`config.mk`:
```
export PLATFORM = sky130hd
export DESIGN_NAME = ssp_top
export DESIGN_NICKNAME = d
export VERILOG_FILES = /design/src/design/ssp_sync.v /design/src/design/ssp_group.v /design/src/design/ssp_top.v
export VERILOG_INCLUDE_DIRS = /design/src /design/src/design
export SDC_FILE = /design/constraint.sdc
export NUM_CORES = 1
export LEC_CHECK = 0
export BUFFER_PORTS_ARGS = -buffer_cell sky130_fd_sc_hd__buf_2
export CAP_MARGIN = 10
export CORE_ASPECT_RATIO = 1.1
export CORE_MARGIN = 1
export CORE_UTILIZATION = 35
export CTS_BUF_LIST = sky130_fd_sc_hd__clkbuf_16
export CTS_CLUSTER_SIZE = 14
export DETAILED_ROUTE_END_ITERATION = 7
export GPL_ROUTABILITY_DRIVEN = 1
export SLEW_MARGIN = 0
export SYNTH_ARGS = -nofsm -noshare
export SYNTH_HDL_FRONTEND = slang
export SYNTH_HIERARCHICAL = 1
export SYNTH_SLANG_ARGS = --single-unit
```
`constraint.sdc`:
```
create_clock -name aclk -period 2.84 [get_ports aclk]
set_input_delay 0.71 -clock aclk [delete_from_list [all_inputs] [get_ports aclk]]
set_output_delay 0.71 -clock aclk [all_outputs]
set_load 0.05 [all_outputs]
```
`src/design/ssp_consts.vh`:
```
// Purpose: Shared constants of the status and service request block.
// Assumes: AXI4-Lite register access, one 10 MHz clock.
// Notes:   Offsets are byte addresses; each register takes one word.
//
// Operation
// - Call-connected is call group condition bit 3.
// - Falling filter latches call ended or dropped.
// - Call summary drives operation condition bit 8.
// - Default filters pass rising, block falling changes.
// - Serial poll reads request-service flag at bit 6.
// - Call event query returns contents, then clears.
// - Operation event query clears; re-arms on summary.
// - Clear-status clears every event register at once.
// - Standard event error bits 5,4,3,2 with enable.
// - Calibration auto-zero bit 4, voltmeter bit 3.
// - Serial poll clears bit 6 only.
// - Master summary ORs enabled bits except six.
// - Service enable ignores bit 6; zero disables.
`ifndef SSP_CONSTS_VH
`define SSP_CONSTS_VH

// ****************************************************************
// Register offsets
// ****************************************************************
`define SSP_OFF_STB        12'h000
`define SSP_OFF_POLL       12'h004
`define SSP_OFF_SRE        12'h008
`define SSP_OFF_CLS        12'h00C
`define SSP_OFF_ESR        12'h010
`define SSP_OFF_ESE        12'h014
`define SSP_OFF_IRQ_STAT   12'h018
`define SSP_OFF_IRQ_MASK   12'h01C
`define SSP_OFF_GRP_BASE   12'h040
`define SSP_GRP_STRIDE     12'h020
`define SSP_GRP_COND       5'h00
`define SSP_GRP_PTR        5'h04
`define SSP_GRP_NTR        5'h08
`define SSP_GRP_EVEN       5'h0C
`define SSP_GRP_ENAB       5'h10

// ****************************************************************
// Group indices and field positions
// ****************************************************************
`define SSP_GRP_CALL       0
`define SSP_GRP_OPER       1
`define SSP_GRP_QUES       2
`define SSP_GRP_CAL        3
`define SSP_NUM_GRP        4
`define SSP_CALL_CONN_BIT  3
`define SSP_OPER_CALL_BIT  8
`define SSP_QUES_CAL_BIT   8
`define SSP_CAL_TXZ_BIT    4
`define SSP_CAL_VM_BIT     3
`define SSP_ESR_CMD_BIT    5
`define SSP_ESR_EXE_BIT    4
`define SSP_ESR_DDE_BIT    3
`define SSP_ESR_QRY_BIT    2
`define SSP_STB_QUES_BIT   3
`define SSP_STB_MAV_BIT    4
`define SSP_STB_ESB_BIT    5
`define SSP_STB_RQS_BIT    6
`define SSP_STB_OPER_BIT   7
`define SSP_IRQ_RQS_BIT    0
`define SSP_IRQ_ERR_BIT    1
`define SSP_IRQ_DROP_BIT   2

// ****************************************************************
// Reset values and masks
// ****************************************************************
`define SSP_PTR_RST        16'hFFFF
`define SSP_NTR_RST        16'h0000
`define SSP_ENAB_RST       16'h0000
`define SSP_SRE_MASK       8'hBF
`define SSP_ESR_ERR_MASK   8'h3C
`define SSP_RESP_OKAY      2'h0
`define SSP_RESP_SLVERR    2'h2

`endif

```
`src/design/ssp_sync.v`:
```
// Purpose: Two-flop synchroniser for asynchronous condition pins.
// Assumes: Each bit is an independent level.
// Notes:   The first stage is read only by the second stage.
`timescale 1ns/10ps
`default_nettype none

module ssp_sync #(
    parameter WIDTH = 16
) (
    // Clock and reset
    input  wire             aclk,
    input  wire             aresetn,
    // Levels
    input  wire [WIDTH-1:0] async_in,
    output reg  [WIDTH-1:0] sync_q
);

    reg [WIDTH-1:0] meta_q;

    always @(posedge aclk) begin
        if (!aresetn) begin
            meta_q <= {WIDTH{1'b0}};
            sync_q <= {WIDTH{1'b0}};
        end else begin
            meta_q <= async_in;
            sync_q <= meta_q;
        end
    end

endmodule

`default_nettype wire

```
`src/design/ssp_group.v`:
```
// Purpose: One status register group: filters, event latch and summary.
// Assumes: Condition levels are already in the clock domain.
// Notes:   A new transition wins over a clear in the same cycle.
`timescale 1ns/10ps
`default_nettype none

module ssp_group #(
    parameter WIDTH = 16
) (
    // Clock and reset
    input  wire             aclk,
    input  wire             aresetn,
    // Condition and configuration
    input  wire [WIDTH-1:0] cond,
    input  wire [WIDTH-1:0] ptr,
    input  wire [WIDTH-1:0] ntr,
    input  wire [WIDTH-1:0] enab,
    // Clears
    input  wire             ev_rd_clr,
    input  wire             cls,
    // Results
    output reg  [WIDTH-1:0] event_q,
    output reg              summary_q
);

    reg  [WIDTH-1:0] prev_q;
    wire [WIDTH-1:0] rise;
    wire [WIDTH-1:0] fall;

    assign rise = cond & ~prev_q & ptr;
    assign fall = ~cond & prev_q & ntr;

    always @(posedge aclk) begin
        if (!aresetn) begin
            prev_q    <= {WIDTH{1'b0}};
            event_q   <= {WIDTH{1'b0}};
            summary_q <= 1'b0;
        end else begin
            prev_q <= cond;
            event_q <= ((ev_rd_clr | cls) ? {WIDTH{1'b0}} : event_q) | rise | fall;
            summary_q <= |(event_q & enab);
        end
    end

endmodule

`default_nettype wire

```
`src/design/ssp_top.v`:
```
// Purpose: Status reporting and service request block with AXI4-Lite access.
// Assumes: Condition pins are asynchronous; event pulses share aclk.
// Notes:   Reads of event and interrupt status registers clear them; a poll read clears bit 6 only.
`timescale 1ns/10ps
`default_nettype none
`include "ssp_consts.vh"

module ssp_top #(
    parameter GW = 16
) (
    // Clock and reset
    input  wire          aclk,
    input  wire          aresetn,
    // AXI4-Lite write address
    input  wire [11:0]   s_axi_awaddr,
    input  wire          s_axi_awvalid,
    output reg           s_axi_awready,
    // AXI4-Lite write data
    input  wire [31:0]   s_axi_wdata,
    input  wire [3:0]    s_axi_wstrb,
    input  wire          s_axi_wvalid,
    output reg           s_axi_wready,
    // AXI4-Lite write response
    output reg  [1:0]    s_axi_bresp,
    output reg           s_axi_bvalid,
    input  wire          s_axi_bready,
    // AXI4-Lite read address
    input  wire [11:0]   s_axi_araddr,
    input  wire          s_axi_arvalid,
    output reg           s_axi_arready,
    // AXI4-Lite read data
    output reg  [31:0]   s_axi_rdata,
    output reg  [1:0]    s_axi_rresp,
    output reg           s_axi_rvalid,
    input  wire          s_axi_rready,
    // Asynchronous condition pins
    input  wire [GW-1:0] call_cond_pins,
    input  wire [GW-1:0] oper_cond_pins,
    input  wire [GW-1:0] ques_cond_pins,
    input  wire [GW-1:0] cal_cond_pins,
    // Same-clock event sources
    input  wire [7:0]    std_event_set,
    input  wire          msg_avail,
    input  wire [2:0]    stb_aux,
    // Service request and interrupt
    output reg           srq_q,
    output reg           irq_q
);

    // ****************************************************************
    // Declarations
    // ****************************************************************
    localparam NG = `SSP_NUM_GRP;

    wire [NG*GW-1:0] pins_sync;
    wire [NG*GW-1:0] grp_cond;
    wire [NG*GW-1:0] grp_event;
    wire [NG-1:0]    grp_summ;
    reg  [NG*GW-1:0] ptr_q;
    reg  [NG*GW-1:0] ntr_q;
    reg  [NG*GW-1:0] enab_q;
    reg  [NG-1:0]    ev_clr_q;
    reg              cls_q;
    reg  [7:0]       sre_q;
    reg  [7:0]       esr_q;
    reg  [7:0]       ese_q;
    reg              esb_q;
    reg  [7:0]       stb_q;
    reg              mss_q;
    reg              mss_prev_q;
    reg              rqs_q;
    reg  [2:0]       irq_stat_q;
    reg  [2:0]       irq_mask_q;
    reg  [31:0]      rd_data;
    reg              rd_ok;
    reg              wr_ok;
    wire             wr_fire;
    wire             rd_fire;
    wire [11:0]      wa;
    wire [11:0]      ra;
    wire [2:0]       wgi;
    wire [2:0]       rgi;
    wire             rqs_set;
    wire             poll_clr;
    wire [2:0]       irq_set;
    wire             irq_clr;
    wire             esr_clr;
    integer          i;

    // ****************************************************************
    // Condition pins and group wiring
    // ****************************************************************
    ssp_sync #(
        .WIDTH(NG*GW)
    ) u_sync (
        .aclk    (aclk),
        .aresetn (aresetn),
        .async_in({cal_cond_pins, ques_cond_pins, oper_cond_pins, call_cond_pins}),
        .sync_q  (pins_sync)
    );

    assign grp_cond[`SSP_GRP_CALL*GW +: GW] = pins_sync[`SSP_GRP_CALL*GW +: GW];
    // call summary into operation bit 8
    assign grp_cond[`SSP_GRP_OPER*GW +: GW] =
        {pins_sync[`SSP_GRP_OPER*GW+`SSP_OPER_CALL_BIT+1 +: GW-`SSP_OPER_CALL_BIT-1],
         grp_summ[`SSP_GRP_CALL],
         pins_sync[`SSP_GRP_OPER*GW +: `SSP_OPER_CALL_BIT]};
    assign grp_cond[`SSP_GRP_QUES*GW +: GW] =
        {pins_sync[`SSP_GRP_QUES*GW+`SSP_QUES_CAL_BIT+1 +: GW-`SSP_QUES_CAL_BIT-1],
         grp_summ[`SSP_GRP_CAL],
         pins_sync[`SSP_GRP_QUES*GW +: `SSP_QUES_CAL_BIT]};
    assign grp_cond[`SSP_GRP_CAL*GW +: GW] = pins_sync[`SSP_GRP_CAL*GW +: GW];

    genvar g;
    generate
        for (g = 0; g < NG; g = g + 1) begin : gen_grp
            ssp_group #(
                .WIDTH(GW)
            ) u_grp (
                .aclk     (aclk),
                .aresetn  (aresetn),
                .cond     (grp_cond[g*GW +: GW]),
                .ptr      (ptr_q[g*GW +: GW]),
                .ntr      (ntr_q[g*GW +: GW]),
                .enab     (enab_q[g*GW +: GW]),
                .ev_rd_clr(ev_clr_q[g]),
                .cls      (cls_q),
                .event_q  (grp_event[g*GW +: GW]),
                .summary_q(grp_summ[g])
            );
        end
    endgenerate

    // ****************************************************************
    // Bus decode
    // ****************************************************************
    assign wr_fire = s_axi_awvalid & s_axi_awready & s_axi_wvalid & s_axi_wready;
    assign rd_fire = s_axi_arvalid & s_axi_arready;
    assign wa      = {s_axi_awaddr[11:2], 2'b00};
    assign ra      = {s_axi_araddr[11:2], 2'b00};
    // The group index is the 32-byte slot counted from the window base.
    assign wgi     = wa[7:5] - 3'd2;
    assign rgi     = ra[7:5] - 3'd2;

    function [GW-1:0] merge;
        input [GW-1:0] old;
        input [31:0]   wd;
        input [3:0]    ws;
        begin
            merge = {ws[1] ? wd[15:8] : old[15:8], ws[0] ? wd[7:0] : old[7:0]};
        end
    endfunction

    // Group registers sit in a window of 0x40 to 0xBF.
    always @* begin
        rd_data = 32'h0000_0000;
        rd_ok   = 1'b1;
        if (ra[11:8] == 4'h0 && ra[7:6] != 2'b00 && ra[7:5] < 3'd6 && ra[4:0] <= 5'h10) begin
            case (ra[4:0])
                `SSP_GRP_COND: rd_data[GW-1:0] = grp_cond[rgi[1:0]*GW +: GW];
                `SSP_GRP_PTR:  rd_data[GW-1:0] = ptr_q[rgi[1:0]*GW +: GW];
                `SSP_GRP_NTR:  rd_data[GW-1:0] = ntr_q[rgi[1:0]*GW +: GW];
                `SSP_GRP_EVEN: rd_data[GW-1:0] = grp_event[rgi[1:0]*GW +: GW];
                `SSP_GRP_ENAB: rd_data[GW-1:0] = enab_q[rgi[1:0]*GW +: GW];
                default:       rd_ok = 1'b0;
            endcase
        end else begin
            case (ra)
                `SSP_OFF_STB:      rd_data[7:0] = {stb_q[7], mss_q, stb_q[5:0]};
                `SSP_OFF_POLL:     rd_data[7:0] = {stb_q[7], rqs_q, stb_q[5:0]};
                `SSP_OFF_SRE:      rd_data[7:0] = sre_q;
                `SSP_OFF_ESR:      rd_data[7:0] = esr_q;
                `SSP_OFF_ESE:      rd_data[7:0] = ese_q;
                `SSP_OFF_IRQ_STAT: rd_data[2:0] = irq_stat_q;
                `SSP_OFF_IRQ_MASK: rd_data[2:0] = irq_mask_q;
                default:           rd_ok = 1'b0;
            endcase
        end
    end

    always @* begin
        wr_ok = 1'b1;
        if (wa[11:8] == 4'h0 && wa[7:6] != 2'b00 && wa[7:5] < 3'd6) begin
            wr_ok = (wa[4:0] == `SSP_GRP_PTR) || (wa[4:0] == `SSP_GRP_NTR) ||
                    (wa[4:0] == `SSP_GRP_ENAB);
        end else begin
            case (wa)
                `SSP_OFF_SRE, `SSP_OFF_CLS, `SSP_OFF_ESE, `SSP_OFF_IRQ_MASK: wr_ok = 1'b1;
                default: wr_ok = 1'b0;
            endcase
        end
    end

    // ****************************************************************
    // AXI4-Lite handshakes
    // ****************************************************************
    always @(posedge aclk) begin
        if (!aresetn) begin
            s_axi_awready <= 1'b0;
            s_axi_wready  <= 1'b0;
            s_axi_bvalid  <= 1'b0;
            s_axi_bresp   <= `SSP_RESP_OKAY;
            s_axi_arready <= 1'b0;
            s_axi_rvalid  <= 1'b0;
            s_axi_rresp   <= `SSP_RESP_OKAY;
            s_axi_rdata   <= 32'h0000_0000;
        end else begin
            // Both channels are taken at one edge, so each waits for the other's valid.
            s_axi_awready <= s_axi_awvalid & s_axi_wvalid & ~s_axi_awready & ~s_axi_bvalid;
            s_axi_wready  <= s_axi_awvalid & s_axi_wvalid & ~s_axi_awready & ~s_axi_bvalid;
            if (wr_fire) begin
                s_axi_bvalid <= 1'b1;
                s_axi_bresp  <= wr_ok ? `SSP_RESP_OKAY : `SSP_RESP_SLVERR;
            end else if (s_axi_bready) begin
                s_axi_bvalid <= 1'b0;
            end
            s_axi_arready <= s_axi_arvalid & ~s_axi_arready & ~s_axi_rvalid;
            if (rd_fire) begin
                s_axi_rvalid <= 1'b1;
                s_axi_rdata  <= rd_data;
                s_axi_rresp  <= rd_ok ? `SSP_RESP_OKAY : `SSP_RESP_SLVERR;
            end else if (s_axi_rready) begin
                s_axi_rvalid <= 1'b0;
            end
        end
    end

    // ****************************************************************
    // Configuration registers and clear strobes
    // ****************************************************************
    always @(posedge aclk) begin
        if (!aresetn) begin
            ptr_q      <= {NG{`SSP_PTR_RST}};
            ntr_q      <= {NG{`SSP_NTR_RST}};
            enab_q     <= {NG{`SSP_ENAB_RST}};
            sre_q      <= 8'h00;
            ese_q      <= 8'h00;
            irq_mask_q <= 3'h0;
            cls_q      <= 1'b0;
            ev_clr_q   <= {NG{1'b0}};
        end else begin
            cls_q    <= wr_fire & (wa == `SSP_OFF_CLS);
            ev_clr_q <= {NG{1'b0}};
            if (rd_fire && rd_ok && ra[7:6] != 2'b00 && ra[4:0] == `SSP_GRP_EVEN) begin
                ev_clr_q[rgi[1:0]] <= 1'b1;
            end
            if (wr_fire && wr_ok) begin
                if (wa[7:6] != 2'b00) begin
                    case (wa[4:0])
                        `SSP_GRP_PTR:
                            ptr_q[wgi[1:0]*GW +: GW] <=
                                merge(ptr_q[wgi[1:0]*GW +: GW], s_axi_wdata, s_axi_wstrb);
                        `SSP_GRP_NTR:
                            ntr_q[wgi[1:0]*GW +: GW] <=
                                merge(ntr_q[wgi[1:0]*GW +: GW], s_axi_wdata, s_axi_wstrb);
                        `SSP_GRP_ENAB:
                            enab_q[wgi[1:0]*GW +: GW] <=
                                merge(enab_q[wgi[1:0]*GW +: GW], s_axi_wdata, s_axi_wstrb);
                        default: ;
                    endcase
                end else begin
                    case (wa)
                        `SSP_OFF_SRE:
                            if (s_axi_wstrb[0]) sre_q <= s_axi_wdata[7:0] & `SSP_SRE_MASK;
                        `SSP_OFF_ESE:
                            if (s_axi_wstrb[0]) ese_q <= s_axi_wdata[7:0];
                        `SSP_OFF_IRQ_MASK:
                            if (s_axi_wstrb[0]) irq_mask_q <= s_axi_wdata[2:0];
                        default: ;
                    endcase
                end
            end
        end
    end

    // ****************************************************************
    // Standard event register and status byte
    // ****************************************************************
    assign esr_clr  = rd_fire & (ra == `SSP_OFF_ESR);
    assign poll_clr = rd_fire & (ra == `SSP_OFF_POLL);
    // The flag sets on a rising master summary only, so a poll is not undone.
    assign rqs_set  = mss_q & ~mss_prev_q;

    always @(posedge aclk) begin
        if (!aresetn) begin
            esr_q      <= 8'h00;
            esb_q      <= 1'b0;
            stb_q      <= 8'h00;
            mss_q      <= 1'b0;
            mss_prev_q <= 1'b0;
            rqs_q      <= 1'b0;
            srq_q      <= 1'b0;
        end else begin
            esr_q <= ((esr_clr | cls_q) ? 8'h00 : esr_q) | std_event_set;
            esb_q <= |(esr_q & ese_q);
            stb_q <= {grp_summ[`SSP_GRP_OPER], 1'b0, esb_q, msg_avail,
                      grp_summ[`SSP_GRP_QUES], stb_aux};
            mss_q      <= |(stb_q & sre_q & `SSP_SRE_MASK);
            mss_prev_q <= mss_q;
            rqs_q <= (poll_clr ? 1'b0 : rqs_q) | rqs_set;
            srq_q <= (poll_clr ? 1'b0 : rqs_q) | rqs_set;
        end
    end

    // ****************************************************************
    // Interrupt status
    // ****************************************************************
    assign irq_set = {grp_event[`SSP_GRP_CALL*GW+`SSP_CALL_CONN_BIT] &
                      ntr_q[`SSP_GRP_CALL*GW+`SSP_CALL_CONN_BIT],
                      |(std_event_set & `SSP_ESR_ERR_MASK),
                      rqs_set};
    assign irq_clr = rd_fire & (ra == `SSP_OFF_IRQ_STAT);

    always @(posedge aclk) begin
        if (!aresetn) begin
            irq_stat_q <= 3'h0;
            irq_q      <= 1'b0;
        end else begin
            for (i = 0; i < 3; i = i + 1) begin
                irq_stat_q[i] <= (irq_clr ? 1'b0 : irq_stat_q[i]) | irq_set[i];
            end
            irq_q <= |(irq_stat_q & irq_mask_q);
        end
    end

endmodule

`default_nettype wire

```
==> results of run 1 <==
[per-stage QoR]
step	instance area, um^2	total power [mW]
global placement	24600	9.03
floorplan	22700	8.48
finish	26500	16.5
CTS	26500	16.6
global route	26500	17.0
detailed placement	24600	9.06
[routing by layer]
| layer | wire length, um | share of wire | vias to the layer above |
|---|---|---|---|
| li1 | - | - | 8759 |
| met1 | 36000 | 0.41 | 9556 |
| met2 | 37900 | 0.43 | 1142 |
| met3 | 8320 | 0.095 | 280 |
| met4 | 5240 | 0.060 | 2 |
| met5 | 9 | 0.00010 | - |
[worst min-delay path, stage by stage]
cell and delay (ns):
buf_2 0.08, a21oi_1 0.03, nor2_1 0.07
[worst paths after layout]
path	startpoint	end	slack (ns)
setup / recovery	s_axi_rdata[1]	s_axi_rdata[1]	0.70
hold / removal	std_event_set[0]	esr_q[0]	0.29
setup reg to reg	cls_q	gen_grp[0].u_grp/event_q[11]	0.93
hold reg to reg	u_sync/meta_q[34]	u_sync/sync_q[34]	0.43
[cell type report]
type	count	share of cell area
Clock buffer	59	0.0558
Sequential cell	516	0.390
Clock inverter	43	0.0155
Antenna cell	1	0.0000945
Timing Repair Buffer	253	0.0677
Multi-Input combinational cell	1565	0.414
Inverter	123	0.0174
Tap cell	841	0.0397
[layout by cell type, fill, tap and decap left out, drive strengths merged, types with 14 or more instances in the layout]
cell type	instances
dfxtp	516
and2	264
nand2	261
o21ai	255
buf	252
inv	134
mux2i	117
nor2	77
o221ai	74
a21oi	72
a32oi	67
mux4	65
a22oi	62
clkbuf	60
nand3	29
o211ai	23
clkinv	21
a31oi	20
conb	18
a221oi	18
a22o	14
[state kept, by name, summed over array words and instances (netlist names), 3 cells and up]
name and flops:
ptr_q 64, esr_q 8, enab_q 64, irq_mask_q 3, gen_grp.u_grp/summary_q 4, s_axi_rdata 16, ntr_q 64, sre_q 7
gen_grp.u_grp/prev_q 64, stb_q 7, ese_q 8, gen_grp.u_grp/event_q 64, ev_clr_q 4, u_sync/meta_q 62, u_sync/sync_q 62, irq_stat_q 3
[report_power, final]
group	switching, mW	total, mW	internal [mW]
sequential	0.167	7.58	7.41
clock	3.10	7.56	4.46
combinational	0.860	1.36	0.496
==> results by group, run 1 <==
Status
  – Status: completed

Power
  – Peak VDD IR: 0.566 mV
  – Lkg Pwr: 10.5 nW
  – Power per cell area: 623 mW/mm^2

STA
  – Final setup vio count: 0
  – Clock Skews: 0.0386 ns
  – Hold Vio Cnt, Final: 0
  – RSZ-0062 raised after global routing: no
  – TNS Setup: 0 ns
  – Worst Slack Setup Final: 0.698 ns
  – Tcrit/Tclk final: 0.754
  – Final slew viol count: 0
  – Fmax: 467 MHz
  – Tmin final: 2.14 ns
  – Slew HR: 0.369
  – Worst Tran Pin Value: 0.944 ns
  – Hold slack final: 0.295 ns

Route
  – Antenna Nets Post-Route: 0
  – Drt first pass iters: 6
  – Iteration-0 DRC Markers: 2040
  – Via count: 19.7k
  – Vias per Instance: 5.80
  – Routed WL: 87500 um
  – Routed WL per cell: 25.7 um
  – Post-route DRC violation count: 0

Critical path
  – Worst path slowest cell: dfxtp_1
  – Worst path max stage delay: 0.47 ns
  – Worst Path Required: 2.13 ns
  – Critical path cell sequence: buf_2
  – CP Depth: 1
  – WP data arrival: 1.43 ns
  – Critical path buffers and inverters: 1
  – Crit path kind: reg2out
  – Setup crit start kind: flop
  – Cell family with most CP delay: flip-flops
  – Cells on worst reg2reg path: 5
  – Crit path capture type: output pin
  – Critical path peak fanout: 3

Die
  – Initial Utilization: 0.354
  – Die height: 269 um
  – DIE AREA: 0.0656 mm^2
  – Core ar.: 0.0638 mm^2
  – Die Width: 244 um
  – Io pins: 186
  – Rows: 97

CTS
  – CTS Hold Bufs: 0
  – Resize count post-CTS: 0
  – Skew-Pair Late Insertion Delay: 0.64 ns
  – Clock root buffer: clkbuf_16
  – Worst-case clock buffer depth: 3
  – Post-CTS setup buffer count: 0
  – # H-tree levels: 2
  – CTS tree: done
  – Clk slew on worst S/H paths: 0.06 ns
  – TritonCTS Sinks: 516
  – Num CTS Buffers: 57

Layout
  – Fillers: 6319
  – Fin nets: 2664
  – Area of the multi-input gates: 0.0110 mm^2
  – Fin cells: 3401
  – Area growth syn-to-layout: 17.1%
  – Layout cells sized above 1: 0.189
  – FF+latch area: 0.0103 mm^2
  – Final core area utilization: 0.415

Global route
  – Pin count of the biggest net entering global routing: 109
  – GRT busiest layer: met2
  – Met1 Use GR: 0.346
  – Grt met2 use: 0.404
  – GR Util met3: 0.0481
  – First-pass GRT wire length: 127000 um
  – GRT Total Usage: 0.262
  – GR Overflow Total: 0
  – Vias in the first global route: 19.0k
  – Initial antenna violation count: 4

Placement
  – Dpl hpwl: 60200 um
  – Routability cong.: 0.989
  – Number of port buffers: 143
  – Cell count after placement: 3298
  – Dpl ws: 0.111 ns

Synth
  – Synthesized area: 0.0226 mm^2
  – Synthesized instance count: 2359
  – YS warnings: 6
  – Syn avg cell area: 9.58 um^2

Hold path
  – Hold Path Depth: 3
  – Min-Delay Path Class: in2reg

Job
  – Max-Cap Viols: 0
(Power assumes the default switching activity.)
==> inputs of run 2 (changes only) <==
clock period = 2 ns   (was 2.84 ns; I/O delays follow)
==> run 2 against run 1 <==
Wire length increased by 5.3%. Clock skew decreased by 0.019 ns. Critical path depth is the same. Clock-buffer cell count is 3 lower. Die area is the same. Cell area grew 6.4%. Setup slack worse by 0.63 ns. Critical path type unchanged. Critical endpoint is now s_axi_rdata[0]. Largest cell class unchanged.
==> results by group, run 2 (synthesized netlist as in run 1, its figures left out) <==
STA
  – Slew HR: 0.520
  – Worst Tran Pin Value: 0.720 ns
  – Worst Slack Setup Final: 0.0663 ns
  – Final slew viol count: 0
  – TNS Setup: 0 ns
  – Hold slack final: 0.0769 ns
  – Tcrit/Tclk final: 0.967
  – Final setup vio count: 0
  – Hold Vio Cnt, Final: 0
  – Tmin final: 1.93 ns
  – RSZ-0062 raised after global routing: no
  – Clock Skews: 0.0200 ns
  – Fmax: 517 MHz

Placement
  – Cell count after placement: 3439
  – Number of port buffers: 143
  – Placed instance area: 0.0262 mm^2
  – Dpl hpwl: 67500 um
  – Dpl ws: -0.796 ns
  – Routability cong.: 1.03

CTS
  – TritonCTS Sinks: 516
  – Post-CTS setup buffer count: 0
  – CTS Hold Bufs: 0
  – # H-tree levels: 2
  – CTS tree: done
  – Clk slew on worst S/H paths: 0.07 ns
  – Num CTS Buffers: 56
  – Skew-Pair Late Insertion Delay: 0.62 ns
  – Worst-case clock buffer depth: 3
  – Resize count post-CTS: 2
  – Clock root buffer: clkbuf_16

Critical path
  – Worst Path Required: 1.50 ns
  – RR Endpoint: enab_q[9]
  – Critical path buffers and inverters: 1
  – Critical path peak fanout: 3
  – Worst path slowest cell: dfxtp_1
  – Critical path cell sequence: buf_2
  – CP Depth: 1
  – Cell family with most CP delay: flip-flops
  – Crit path capture type: output pin
  – R2R setup slack: 0.12 ns
  – Cells on worst reg2reg path: 6
  – Setup crit start: s_axi_rdata[0]
  – Worst path max stage delay: 0.48 ns
  – Crit path to: s_axi_rdata[0]
  – WP data arrival: 1.43 ns
  – Crit path kind: reg2out
  – RR Startpoint: s_axi_wready
  – Setup crit start kind: flop

Route
  – Routed WL: 92100 um
  – Via count: 20.3k
  – Post-route DRC violation count: 0
  – Iteration-0 DRC Markers: 2524
  – Antenna Nets Post-Route: 0
  – Vias per Instance: 5.74
  – Routed WL per cell: 26.0 um
  – Drt first pass iters: 5

Power
  – Combinational fraction of design power: 0.091
  – Lkg Pwr: 11.4 nW
  – Psw: 6.06 mW
  – Int Pwr: 18.1 mW
  – Sequential share of power: 0.446
  – Sw frac: 0.251
  – Peak VDD IR: 0.654 mV
  – Clock power share: 0.463
  – Power per cell area: 857 mW/mm^2
  – Overall Power: 24.1 mW

Die
  – Initial Utilization: 0.354
  – DIE AREA: 0.0656 mm^2
  – Core ar.: 0.0638 mm^2
  – Die height: 269 um
  – Rows: 97
  – Die Width: 244 um
  – Io pins: 186

Global route
  – GR Overflow Total: 0
  – First-pass GRT wire length: 133000 um
  – Vias in the first global route: 19.6k
  – Pin count of the biggest net entering global routing: 99
  – GRT Total Usage: 0.276
  – Initial antenna violation count: 0

Layout
  – ANT cells: 0
  – Commonest non-fill, non-tap cell in the layout: dfxtp_1
  – Fin cells: 3542
  – Fin nets: 2804
  – Area growth syn-to-layout: 24.6%
  – Fillers: 6150
  – Design area: 0.0282 mm^2
  – Layout cells sized above 1: 0.240
  – Final core area utilization: 0.441
  – Most frequent cells in the layout: dfxtp_1, nand2_1, o21ai_0, and2_1, buf_4

Hold path
  – Hold Path Depth: 2
  – Min-Delay Path Class: in2reg

Job
  – Max-Cap Viols: 0

Status
  – Status: completed
-- run 2: changes by cell type in the layout (fill, tap and decap cells not counted), moves of 3 or more --
cell,change
buf_4,+109
buf_12,+32
a31oi_1,-8
a31oi_4,+6
clkinv_1,-5
bufinv_16,+4
clkinv_2,+4
clkbuf_16,-3
inv_1,-3
-- run 2: worst min path at each step --
stage / start / to
after floorplan: gen_grp[2].u_grp/summary_q / stb_q[3]
after CTS: ques_cond_pins[9] / u_sync/meta_q[41]
after detailed placement: u_sync/meta_q[6] / u_sync/sync_q[6]
after global routing: cal_cond_pins[7] / u_sync/meta_q[55]
final: ques_cond_pins[9] / u_sync/meta_q[41]
after global placement: esb_q / stb_q[5]
-- run 2: metal layers --
| metal | GRT usage | share of wire | wire length [um] | vias to the layer above |
|---|---|---|---|---|
| met2 | 0.427 | 0.44 | 40500 | 1149 |
| met1 | 0.370 | 0.42 | 38900 | 9896 |
| met4 | 0.150 | 0.055 | 5110 | 0 |
| met5 | 0 | 0 | 0 | - |
| met3 | 0.0433 | 0.082 | 7570 | 267 |
| li1 | - | - | - | 9028 |
-- run 2: area by class of cell --
class	count	area (um^2)	area share
clock inverters	47	566	0.0201
inverters	123	467	0.0166
repair buffers	394	3250	0.115
well taps	841	1050	0.0373
flip-flops and latches	516	10300	0.367
clock buffers	56	1400	0.0497
multi-input cells	1565	11100	0.394
-- run 2: power groups by stage --
stage	combinational (mW)	clock, mW	sequential, mW
after floorplan	1.21	0	10.9
after global placement	2.13	0	11.0
after detailed placement	2.15	0	11.0
final	2.19	11.2	10.8
after CTS	2.16	11.4	10.8
after global routing	2.32	11.8	10.8
==> inputs of run 3 (changes only) <==
clock period = 1.9 ns   (was 2 ns; I/O delays follow)
==> run 3 against run 2 <==
The run now ends with negative setup slack left. Utilization grew 0.053 points. Cell count is essentially flat. Sequential power grew 5%. Clock skew shrank 0.0022 ns. Total power grew 5.0%. Via count shrank 0.79%. Largest cell class unchanged.
==> results by group, run 3 (synthesized netlist as in run 1, its figures left out) <==
Power
  – Sequential share of power: 0.448
  – Int Pwr: 19.0 mW
  – Overall Power: 25.4 mW
  – Power per cell area: 899 mW/mm^2
  – Peak VDD IR: 0.589 mV
  – Sw frac: 0.250
  – Clock power share: 0.460
  – Lkg Pwr: 11.4 nW
  – Psw: 6.33 mW
  – Combinational fraction of design power: 0.092

Route
  – Drt first pass iters: 6
  – Post-route DRC violation count: 0
  – Via count: 20.2k
  – Vias per Instance: 5.70
  – Routed WL: 91200 um
  – Routed WL per cell: 25.8 um
  – Antenna Nets Post-Route: 0
  – Iteration-0 DRC Markers: 2447

STA
  – Final slew viol count: 0
  – Fmax: 514 MHz
  – Worst Tran Pin Value: 0.651 ns
  – Final setup vio count: 1
  – TNS Setup: -0.0448 ns
  – Clock Skews: 0.0178 ns
  – Worst Slack Setup Final: -0.0448 ns
  – Tcrit/Tclk final: 1.02
  – Slew HR: 0.566
  – RSZ-0062 raised after global routing: no
  – Tmin final: 1.94 ns
  – Hold Vio Cnt, Final: 0

Die
  – Core ar.: 0.0638 mm^2
  – Rows: 97
  – Io pins: 186
  – DIE AREA: 0.0656 mm^2
  – Initial Utilization: 0.354
  – Die Width: 244 um
  – Die height: 269 um

Critical path
  – Critical path peak fanout: 8
  – Critical path cell sequence: buf_2, buf_4, nand2b_1, buf_4, a311oi_1, a2111oi_1, buf_4, o21ai_0
  – Setup crit start kind: primary input
  – Worst path slowest cell: buf_2
  – Most used cell, CP: buf_4
  – Crit path capture type: flop
  – Worst path max stage delay: 0.41 ns
  – Crit path kind: in2reg
  – WP data arrival: 2.45 ns
  – Worst Path Required: 2.41 ns

Global route
  – Vias in the first global route: 19.1k
  – GRT Total Usage: 0.273
  – Initial antenna violation count: 3
  – First-pass GRT wire length: 132000 um
  – GR Overflow Total: 0
  – Pin count of the biggest net entering global routing: 81

Placement
  – Number of port buffers: 143
  – Routability cong.: 1.03
  – Dpl ws: -0.704 ns
  – Placed instance area: 0.0262 mm^2
  – Dpl hpwl: 67000 um

Status
  – Status: complete, but fails checks
  – Failing checks: negative setup slack

Layout
  – Commonest non-fill, non-tap cell in the layout: dfxtp_1
  – Most frequent cells in the layout: dfxtp_1, nand2_1, o21ai_0, and2_1, buf_4
  – Area growth syn-to-layout: 24.8%
  – Design area: 0.0282 mm^2
  – Fin nets: 2801
  – Layout cells sized above 1: 0.241

CTS
  – Clk slew on worst S/H paths: 0.06 ns
  – Num CTS Buffers: 57
  – TritonCTS Sinks: 516
  – Clock root buffer: clkbuf_16
  – Worst-case clock buffer depth: 3
  – Post-CTS setup buffer count: 0
  – CTS tree: done
  – CTS Hold Bufs: 0
  – Skew-Pair Late Insertion Delay: 0.63 ns
  – # H-tree levels: 2

Job
  – Max-Cap Viols: 0

Hold path
  – Min-Delay Path Class: in2reg
## run 3: changes by cell type in the layout (fill, tap and decap cells not counted), moves of 2 or more
cell and change:
clkinv_1 +5, a2111oi_0 -2, buf_12 +4, clkinvlp_4 +2, o21ai_1 +18, a221oi_2 +2
bufinv_16 -2, clkbuf_16 +3, a2111oi_1 +3, o21ai_0 -18, buf_4 -8, a221oi_1 -2
inv_1 -2
## run 3: final cells by class
cell class	count	area [um^2]
clock buffer	59	1480
tap	841	1050
inverter	123	467
timing repair buffer	390	3270
antenna	1	2.50
sequential	516	10300
fill	6188	35600
multi-input combinational	1565	11100
clock inverter	48	495
## run 3: timing repair
action,CTS,global route
pin swaps,0,0
gates resized for setup,1,5
setup endpoints to repair,1,17
## run 3: critical path, delay by kind of cell
family | cells | cell delay, ns
AOI/OAI and AO/OA | 3 | 0.51
and+or+nand+nor | 1 | 0.33
buffers and inverters | 4 | 1.12
## run 3: worst paths after layout
check | to | cells after the start | start | slack [ns]
worst min-delay path | u_sync/meta_q[58] | 2 | cal_cond_pins[10] | 0.06
worst min register to register | stb_q[7] | 1 | gen_grp[1].u_grp/summary_q | 0.43
worst max register to register | s_axi_rdata[14] | 6 | u_sync/sync_q[46] | 0.09
worst max-delay path | s_axi_rdata[14] | 8 | s_axi_araddr[5] | -0.04
## run 3: metal layers
| layer | wire, um | track usage |
|---|---|---|
| met1 | 38600 | 0.376 |
| met2 | 39100 | 0.407 |
| met3 | 8900 | 0.0563 |
| met4 | 4640 | 0.133 |
| met5 | 10 | 0 |
## run 3: power groups by stage
stage / Clock, mW / Sequential (mW) / Combinational [mW]
2_1_floorplan: 0 / 11.5 / 1.28
3_3_place_gp: 0 / 11.6 / 2.27
3_5_place_dp: 0 / 11.6 / 2.29
4_1_cts: 11.9 / 11.3 / 2.30
5_1_grt: 12.3 / 11.4 / 2.48
6_report: 11.7 / 11.3 / 2.34
## run 3: per-stage QoR
stage	cells	util	hold slack (ns)
2_1_floorplan	2376	-	0.412
3_3_place_gp	3435	0.411	0.420
3_5_place_dp	3435	0.411	0.420
4_1_cts	3542	0.442	0.0145
5_1_grt	3542	0.442	0.0418
6_report	3543	0.442	0.0590
